**src/design/sim_pkg.sv**
```systemverilog
/*
 * Constants for the supply integrity monitor: register map, field
 * positions, reset values and reset delay counts.
 * Assumes a 20 MHz CPU clock and a 32-bit AXI4-Lite register bus.
 */
package sim_pkg;
  // ****************************************************************
  // Register map (byte offsets)
  // ****************************************************************
  localparam logic [7:0] SIM_CTRL_STATUS_OFS = 8'h00;
  localparam logic [7:0] SIM_MON_STATUS_OFS  = 8'h04;

  // ****************************************************************
  // Control/status fields
  // ****************************************************************
  localparam int SIM_WDG_RF_BIT = 0;
  localparam int SIM_LVD_RF_BIT = 4;
  localparam int SIM_AUX_F_BIT  = 5;
  localparam int SIM_AUX_IE_BIT = 6;
  localparam logic [7:0] SIM_CTRL_RESET = 8'h00;

  // ****************************************************************
  // Monitor status fields
  // ****************************************************************
  localparam int SIM_MON_RST_BIT  = 0;
  localparam int SIM_MON_LVD_BIT  = 1;
  localparam int SIM_MON_AUX_BIT  = 2;
  localparam int SIM_MON_EN_BIT   = 3;
  localparam int SIM_MON_THR_LSB  = 4;
  localparam int SIM_MON_LONG_BIT = 6;

  // ****************************************************************
  // Reset delay in CPU cycles and answers
  // ****************************************************************
  localparam logic [12:0] SIM_SHORT_DELAY = 13'h0100;
  localparam logic [12:0] SIM_LONG_DELAY  = 13'h1000;
  localparam logic [1:0]  SIM_RESP_OKAY   = 2'h0;
  localparam logic [1:0]  SIM_RESP_SLVERR = 2'h2;

  // Gray coded along hold -> delay -> run
  typedef enum logic [1:0] {
    SIM_HOLD  = 2'b01,
    SIM_DELAY = 2'b11,
    SIM_RUN   = 2'b10
  } sim_phase_t;
endpackage

```
**src/design/sim_supply_monitor.sv**
```systemverilog
/*
 * Supply integrity monitor: low-voltage reset with hysteresis, reset
 * delay, auxiliary detector flag with change interrupt, and reset
 * source flags, reached over AXI4-Lite.
 * Assumes comparators are asynchronous, option settings are stable
 * nonvolatile levels, and aresetn is the power-on reset of the block.
 */
// Our own choices: the register offsets and the AXI4-Lite register port.
// Operation
// - Hold static reset while supply below threshold; upper rising, lower falling.
// - Drive reset pin low during low-voltage reset.
// - Threshold low, medium or high chosen by nonvolatile option.
// - Detector optional by option; disabled means no low-voltage reset.
// - Bit 5 read-only flag follows auxiliary comparator in real time.
// - Auxiliary detector works only when low-voltage detector enabled.
// - With enable bit 6 set, each flag change latches interrupt.
// - Forward request only when enabled and global mask cleared.
// - Pending request clears on entry to its service routine.
// - No interrupt for crossing inside the 256 or 4096 cycle delay.
// - Slow rise, early enable: one interrupt at enable, one at crossing.
// - Enable after crossing gives exactly one interrupt.
// - Wait keeps working and wakes on interrupt; Halt does not wake.
// - Control/status register frozen during Halt.
// - Bit 4 set by low-voltage reset, cleared by writing zero.
// - Pin and watchdog resets leave bit 4 unchanged.
// - Bit 0 set by watchdog reset, cleared by zero write or LOW_VOLTAGE_DETECTOR reset.
// - Flags encode last reset: pin, watchdog or supply.
`timescale 1ns/1ps
`default_nettype none
module sim_supply_monitor
  import sim_pkg::*;
#(
  parameter int ADDR_W = 4
) (
  // Clock and reset
  input  wire logic              aclk,
  input  wire logic              aresetn,
  // AXI4-Lite write address and data
  input  wire logic              s_axi_awvalid,
  output logic                   s_axi_awready,
  input  wire logic [ADDR_W-1:0] s_axi_awaddr,
  input  wire logic [2:0]        s_axi_awprot,
  input  wire logic              s_axi_wvalid,
  output logic                   s_axi_wready,
  input  wire logic [31:0]       s_axi_wdata,
  input  wire logic [3:0]        s_axi_wstrb,
  // AXI4-Lite write response
  output logic                   s_axi_bvalid,
  input  wire logic              s_axi_bready,
  output logic [1:0]             s_axi_bresp,
  // AXI4-Lite read
  input  wire logic              s_axi_arvalid,
  output logic                   s_axi_arready,
  input  wire logic [ADDR_W-1:0] s_axi_araddr,
  input  wire logic [2:0]        s_axi_arprot,
  output logic                   s_axi_rvalid,
  input  wire logic              s_axi_rready,
  output logic [31:0]            s_axi_rdata,
  output logic [1:0]             s_axi_rresp,
  // Nonvolatile option settings
  input  wire logic              opt_lvd_enable,
  input  wire logic [1:0]        opt_threshold,
  input  wire logic              opt_long_delay,
  // Comparators and threshold selection
  input  wire logic              lvd_below,
  input  wire logic              aux_below,
  output logic [1:0]             lvd_threshold_sel,
  output logic                   lvd_use_upper,
  output logic                   aux_use_upper,
  // Reset sources and reset pin
  input  wire logic              wdg_reset,
  output logic                   sys_reset_req,
  output logic                   reset_pin_o,
  output logic                   reset_pin_oe,
  // Processor side
  input  wire logic              global_irq_mask,
  input  wire logic              aux_irq_ack,
  input  wire logic              wait_mode,
  input  wire logic              halt_mode,
  output logic                   aux_irq,
  output logic                   wake_req
);
  import sim_pkg::*;

  initial begin
    if (ADDR_W < 3 || ADDR_W > 8) begin
      $error("ADDR_W must lie in 3..8");
    end
  end

  // ****************************************************************
  // State
  // ****************************************************************
  typedef struct packed {
    logic              lvd_s1;
    logic              lvd_s2;
    logic              aux_s1;
    logic              aux_s2;
    logic              opt_done;
    logic              lvd_en;
    logic [1:0]        thr;
    logic              long_dly;
    sim_phase_t        phase;
    logic [12:0]       cnt;
    logic              flag;
    logic              seen;
    logic              irq_en;
    logic              pend;
    logic              lvd_rf;
    logic              wdg_rf;
    logic              aw_got;
    logic [ADDR_W-1:0] awaddr;
    logic              w_got;
    logic [7:0]        wdata;
    logic              wstrb0;
    logic              bvalid;
    logic [1:0]        bresp;
    logic              rvalid;
    logic [1:0]        rresp;
    logic [7:0]        rdata;
  } sim_state_t;

  sim_state_t st_reg;
  sim_state_t st_next;

  logic [7:0] ctrl_view;
  logic [7:0] mon_view;
  logic [7:0] aw_ofs;
  logic [7:0] ar_ofs;

  always_comb begin
    ctrl_view = SIM_CTRL_RESET;
    ctrl_view[SIM_WDG_RF_BIT] = st_reg.wdg_rf;
    ctrl_view[SIM_LVD_RF_BIT] = st_reg.lvd_rf;
    ctrl_view[SIM_AUX_F_BIT]  = st_reg.flag;
    ctrl_view[SIM_AUX_IE_BIT] = st_reg.irq_en;
    mon_view = 8'h00;
    mon_view[SIM_MON_RST_BIT] = (st_reg.phase != SIM_RUN);
    mon_view[SIM_MON_LVD_BIT] = st_reg.lvd_s2;
    mon_view[SIM_MON_AUX_BIT] = st_reg.aux_s2;
    mon_view[SIM_MON_EN_BIT]  = st_reg.lvd_en;
    mon_view[SIM_MON_THR_LSB +: 2] = st_reg.thr;
    mon_view[SIM_MON_LONG_BIT] = st_reg.long_dly;
    aw_ofs = 8'(st_reg.awaddr) & 8'hfc;
    ar_ofs = 8'(s_axi_araddr) & 8'hfc;
  end

  // ****************************************************************
  // Next state
  // ****************************************************************
  logic lvd_fault;
  logic aux_live;
  logic wr_fire;
  logic wr_ctrl;
  logic en_rise;

  always_comb begin
    st_next = st_reg;
    lvd_fault = 1'b0;
    aux_live = 1'b0;
    wr_fire = 1'b0;
    wr_ctrl = 1'b0;
    en_rise = 1'b0;

    // Second flop alone reads the first
    st_next.lvd_s1 = lvd_below;
    st_next.lvd_s2 = st_reg.lvd_s1;
    st_next.aux_s1 = aux_below;
    st_next.aux_s2 = st_reg.aux_s1;

    // Options are latched once, after reset release
    if (!st_reg.opt_done) begin
      st_next.opt_done = 1'b1;
      st_next.lvd_en = opt_lvd_enable;
      st_next.thr = opt_threshold;
      st_next.long_dly = opt_long_delay;
    end

    lvd_fault = st_reg.opt_done && st_reg.lvd_en
                && st_reg.lvd_s2;

    // Reset sequencing
    unique case (st_reg.phase)
      SIM_HOLD: begin
        if (st_reg.opt_done && !lvd_fault) begin
          st_next.phase = SIM_DELAY;
          st_next.cnt = st_reg.long_dly ? SIM_LONG_DELAY
                                        : SIM_SHORT_DELAY;
        end
      end
      SIM_DELAY: begin
        if (lvd_fault) begin
          st_next.phase = SIM_HOLD;
        end else if (st_reg.cnt == 13'h0001) begin
          st_next.phase = SIM_RUN;
          st_next.cnt = 13'h0000;
        end else begin
          st_next.cnt = st_reg.cnt - 13'h0001;
        end
      end
      SIM_RUN: begin
        if (lvd_fault) begin
          st_next.phase = SIM_HOLD;
        end
      end
    endcase

    // Write channel: address and data taken in either order
    if (s_axi_awvalid && s_axi_awready) begin
      st_next.aw_got = 1'b1;
      st_next.awaddr = s_axi_awaddr;
    end
    if (s_axi_wvalid && s_axi_wready) begin
      st_next.w_got = 1'b1;
      st_next.wdata = s_axi_wdata[7:0];
      st_next.wstrb0 = s_axi_wstrb[0];
    end
    if (st_reg.aw_got && st_reg.w_got) begin
      wr_fire = 1'b1;
      st_next.aw_got = 1'b0;
      st_next.w_got = 1'b0;
      st_next.bvalid = 1'b1;
      if (aw_ofs == SIM_CTRL_STATUS_OFS
          || aw_ofs == SIM_MON_STATUS_OFS) begin
        st_next.bresp = SIM_RESP_OKAY;
      end else begin
        st_next.bresp = SIM_RESP_SLVERR;
      end
    end
    if (st_reg.bvalid && s_axi_bready) begin
      st_next.bvalid = 1'b0;
    end
    // Writes in Halt are answered but do not land
    wr_ctrl = wr_fire && st_reg.wstrb0 && !halt_mode
              && aw_ofs == SIM_CTRL_STATUS_OFS;

    // Read channel
    if (s_axi_arvalid && s_axi_arready) begin
      st_next.rvalid = 1'b1;
      st_next.rresp = SIM_RESP_OKAY;
      if (ar_ofs == SIM_CTRL_STATUS_OFS) begin
        st_next.rdata = ctrl_view;
      end else if (ar_ofs == SIM_MON_STATUS_OFS) begin
        st_next.rdata = mon_view;
      end else begin
        st_next.rdata = 8'h00;
        st_next.rresp = SIM_RESP_SLVERR;
      end
    end else if (st_reg.rvalid && s_axi_rready) begin
      st_next.rvalid = 1'b0;
    end

    // Control/status contents, frozen in Halt
    if (!halt_mode) begin
      if (wr_ctrl) begin
        st_next.irq_en = st_reg.wdata[SIM_AUX_IE_BIT];
        en_rise = st_reg.wdata[SIM_AUX_IE_BIT] && !st_reg.irq_en;
        // Only a zero clears; a one leaves the flag alone
        if (!st_reg.wdata[SIM_LVD_RF_BIT]) begin
          st_next.lvd_rf = 1'b0;
        end
        if (!st_reg.wdata[SIM_WDG_RF_BIT]) begin
          st_next.wdg_rf = 1'b0;
        end
      end
      // Hardware sets win over a clearing write
      // Watchdog leaves the low-voltage flag alone
      if (wdg_reset) begin
        st_next.wdg_rf = 1'b1;
      end
      if (lvd_fault) begin
        st_next.lvd_rf = 1'b1;
        st_next.wdg_rf = 1'b0;
      end

      aux_live = st_reg.opt_done && st_reg.lvd_en;
      st_next.flag = aux_live && st_reg.aux_s2;
      st_next.seen = st_reg.flag;
      if (!aux_live) begin
        st_next.pend = 1'b0;
      end else begin
        if (aux_irq_ack) begin
          st_next.pend = 1'b0;
        end
        // Crossings inside the reset delay are absorbed silently
        if (st_reg.phase == SIM_RUN
            && st_reg.flag != st_reg.seen) begin
          st_next.pend = 1'b1;
        end
        // Enabling while below the threshold reports that state
        if (en_rise && st_reg.flag) begin
          st_next.pend = 1'b1;
        end
      end
    end
  end

  always_ff @(posedge aclk) begin
    if (!aresetn) begin
      st_reg <= '0;
      st_reg.phase <= SIM_HOLD;
    end else begin
      st_reg <= st_next;
    end
  end

  // ****************************************************************
  // Outputs
  // ****************************************************************
  assign s_axi_awready = !st_reg.aw_got && !st_reg.bvalid;
  assign s_axi_wready  = !st_reg.w_got && !st_reg.bvalid;
  assign s_axi_bvalid  = st_reg.bvalid;
  assign s_axi_bresp   = st_reg.bresp;
  assign s_axi_arready = !st_reg.rvalid;
  assign s_axi_rvalid  = st_reg.rvalid;
  assign s_axi_rdata   = {24'h000000, st_reg.rdata};
  assign s_axi_rresp   = st_reg.rresp;

  assign lvd_threshold_sel = st_reg.thr;
  // Hysteresis: in reset wait for the upper level, else watch lower
  assign lvd_use_upper = (st_reg.phase != SIM_RUN);
  assign aux_use_upper = st_reg.flag;

  assign sys_reset_req = (st_reg.phase != SIM_RUN);
  // Open drain: only ever pulls low
  assign reset_pin_o  = 1'b0;
  assign reset_pin_oe = (st_reg.phase != SIM_RUN);

  // Request pending and enabled is what wakes from Wait
  assign aux_irq  = st_reg.pend && st_reg.irq_en
                    && !global_irq_mask;
  assign wake_req = st_reg.pend && st_reg.irq_en
                    && wait_mode && !halt_mode;

endmodule
`default_nettype wire

```
**config.mk**
```make
export PLATFORM = sky130hd
export DESIGN_NAME = sim_supply_monitor
export DESIGN_NICKNAME = d
export VERILOG_FILES = /design/src/design/sim_pkg.sv /design/src/design/sim_supply_monitor.sv
export SDC_FILE = /design/constraint.sdc
export NUM_CORES = 1
export LEC_CHECK = 0
export BUFFER_PORTS_ARGS = -buffer_cell sky130_fd_sc_hd__buf_2
export CORE_ASPECT_RATIO = 0.7
export CORE_MARGIN = 2
export CORE_UTILIZATION = 30
export DETAILED_ROUTE_END_ITERATION = 16
export HOLD_SLACK_MARGIN = 0.03
export PLACE_DENSITY = 0.58
export SYNTH_ARGS = -nofsm -noshare
export SYNTH_HDL_FRONTEND = slang
export SYNTH_SLANG_ARGS = --single-unit
```
**constraint.sdc**
```tcl
create_clock -name aclk -period 2.7 [get_ports aclk]
set_input_delay 0.135 -clock aclk [delete_from_list [all_inputs] [get_ports aclk]]
set_output_delay 0.135 -clock aclk [all_outputs]
set_load 0.01 [all_outputs]
```
==> flow_metrics.env <==
export IMPL_cts_tree="built"
export IMPL_fin_crit_sh_pct=75.6
export IMPL_power_mw=1.90
export IMPL_max_vdd_ir_drop_v=0.000302
export IMPL_grtUsageTotal_pct=12.5
export IMPL_critPathTopFamily="simple AND/OR/NAND/NOR gates"
export IMPL_fp_dieH_um=80.2
export IMPL_synth_seq_cells=49
export IMPL_cts_resized_gates=0
export IMPL_syn_inst=285
export IMPL_grt_start_max_net_pins=22
export IMPL_outcome="completed"
export IMPL_slew_violations=0
export IMPL_fill_cells=826
export IMPL_dieWidth_um=113
export IMPL_required_ps=2900
export IMPL_place_congestion=0.819
export IMPL_cpMaxStageDelayCell="or4_4"
export IMPL_grt_met3_usage_pct=3.02
export IMPL_async_flop_share_pct=0
export IMPL_fp_row_count=27
export IMPL_synth_cell_type_count=45
export IMPL_via_per_inst=4.73
export IMPL_diodes=0
export IMPL_clock_sinks=49
export IMPL_fin_setup_tns_ps=0
export IMPL_synth_top_cell_area_share_pct=39.5
export IMPL_cts_buffer_depth=2
export IMPL_grt_overflow=0
export IMPL_grt_pass1_wl_um=8970
export IMPL_start_util_pct=31.3
export IMPL_route_detailed_drc=0
export IMPL_insertion_delay_ps=290
export IMPL_ctsRootBufferMaster="clkbuf_16"
export IMPL_seq_area_um2=981
export IMPL_antenna_left=0
export IMPL_synthFlopType="dfxtp_1"
export IMPL_grt_busiest_layer="met1"
export IMPL_grt_pass1_vias=1773
export IMPL_synth_area_um2=2490
export IMPL_setup_viol=0
export IMPL_htree_levels=2
export IMPL_final_area_um2=2780
export IMPL_synth_warnings=0
export IMPL_rsz0062_at_grt="no"
export IMPL_tightest_slew_ps=644
export IMPL_dieArea_um2=9040
export IMPL_end_kind="flop"
export IMPL_portBuffers=47
export IMPL_hp_class="input pin to flop"
export IMPL_grt_util_met1_pct=18.5
export IMPL_critPathKind="flop to flop"
export IMPL_final_nets=388
export IMPL_slowest_delay_ps=510
export IMPL_synth_edf_count=0
export IMPL_syn_area_per_cell_um2=8.72
export IMPL_startpoint_type="flop"
export IMPL_vias=1985
export IMPL_finalHoldViolCount=0
export IMPL_synth_largest_area_cell="dfxtp_1"
export IMPL_clock_skew_ps=6.11
export IMPL_hold_buffers=0
export IMPL_grtUsageMet2_pct=17.7
export IMPL_post_cts_setup_buffers=0
export IMPL_numCtsBuffers=5
export IMPL_synth_common_cells="49 x dfxtp_1, 42 x buf_4, 40 x nor2_1, 15 x nand2_1, 14 x mux2i_1"
export IMPL_maxCapViolCount=0
export IMPL_drt_iter0_markers=152
export IMPL_wl_per_cell_um=13.3
export IMPL_fin_crit_ps=2040
export IMPL_multi_input_area_um2=1210
export IMPL_area_delta_synth_final_pct=11.9
export IMPL_antenna_found_initial=0
export IMPL_core_area_um2=7940
export IMPL_drive_above_1_share_pct=22.6
export IMPL_dpl_hpwl_um=4250
export IMPL_p_per_area_nw_per_um2=684
export IMPL_largest_reg_flops=24
export IMPL_synth_area_leaders="dfxtp_1 39%, buf_4 13%, nor2_1 6.0%"
export IMPL_synth_seq_area_share_pct=39.5
export IMPL_p_leak_nw=1.19
export IMPL_yosysMostFrequentCell="dfxtp_1"
export IMPL_dpl_cell_area_um2=2610
export IMPL_slew_limit_headroom_pct=56.8
export IMPL_max_freq_mhz=490
export IMPL_worst_path_buf_inv=0
export IMPL_crit_arrival_ps=2240
export IMPL_firstDrtPassIters=4
export IMPL_io_pins=118
export IMPL_cp_max_fo=6
export IMPL_crit_top_cell="or4_4"
export IMPL_cp_cell_sequence="or3_4 > or4_4 > or4_4 > a211oi_2"
export IMPL_routed_wl_um=5570
export IMPL_path_clk_slew_ps=70
[cell type report]
cell class                 instances  area share (%)
multi-input combinational        204            43.4
sequential                        49            35.3
timing repair buffer              51            9.54
clock buffer                       6            4.99
tap                              101            4.54
clock inverter                     2            1.35
inverter                           7           0.945
[metal layers]
metal	routed length, um	vias up
li1	-	991
met1	2910	908
met2	2220	84
met3	399	2
met4	44	0
met5	0	-
[metrics by stage]
step / util, % / std cells / hold slack, ps / setup WS (ps)
after floorplan: - / 312 / 163 / 774
after global placement: 32.8 / 412 / 346 / 688
after detailed placement: 32.8 / 412 / 351 / 683
after CTS: 35.0 / 420 / 52.2 / 669
after global routing: 35.0 / 420 / 61.7 / 590
final: 35.0 / 420 / 54.3 / 660
[where the power goes]
part / switching (mW) / total (mW) / internal (mW) / leakage, nW
Combinational: 0.192 / 0.345 / 0.154 / 0.704
Sequential: 0.0576 / 0.830 / 0.772 / 0.402
Clock: 0.265 / 0.727 / 0.462 / 0.0831
Total: 0.514 / 1.90 / 1.39 / 1.19
[cell families (layout without fill, tap and decap cells)]
family / Yosys count / after routing / share of synthesized area (%)
DFF: 49 / 49 / 39.5
muxes: 18 / 18 / 7.45
AOI/OAI and AO/OA: 37 / 37 / 10.1
buffers and inverters: 59 / 66 / 16.1
xor gates and xnor gates: 6 / 6 / 2.11
and+or+nand+nor: 113 / 113 / 23.7
other: 1 / 28 / 0.151
adders and majority gates: 2 / 2 / 1.01
[placed cells by master, fill, tap and decap left out, types with 3 or more instances in the layout]
master | synthesis | layout
a2111oi_0 | 3 | 3
a21oi_1 | 13 | 13
a22oi_1 | 6 | 6
and2_1 | 7 | 7
buf_2 | 1 | 47
buf_4 | 42 | 4
clkbuf_16 | 0 | 5
conb_1 | 1 | 28
dfxtp_1 | 49 | 49
inv_1 | 6 | 6
mux2_2 | 4 | 4
mux2i_1 | 14 | 14
nand2_1 | 15 | 15
nand2b_1 | 4 | 4
nand3_1 | 7 | 7
nand4_1 | 10 | 10
nor2_1 | 40 | 40
nor3_1 | 7 | 7
nor3b_1 | 5 | 5
nor4_1 | 4 | 4
o21ai_0 | 4 | 4
xor2_1 | 4 | 4
[final timing paths]
check | from | slack (ps) | cells after the start | to
worst min register to register | st_next[55]$_SDFF_PN0_ | 430 | 1 | mon_view[2]$_SDFF_PN0_
worst max register to register | st_reg[37]$_SDFFE_PN0P_ | 660 | 4 | st_reg[42]$_SDFFE_PN0P_
worst max-delay path | st_reg[37]$_SDFFE_PN0P_ | 660 | 4 | st_reg[42]$_SDFFE_PN0P_
worst min-delay path | aux_below | 50 | 2 | st_next[55]$_SDFF_PN0_
Power figures use the tool's default switching activity.
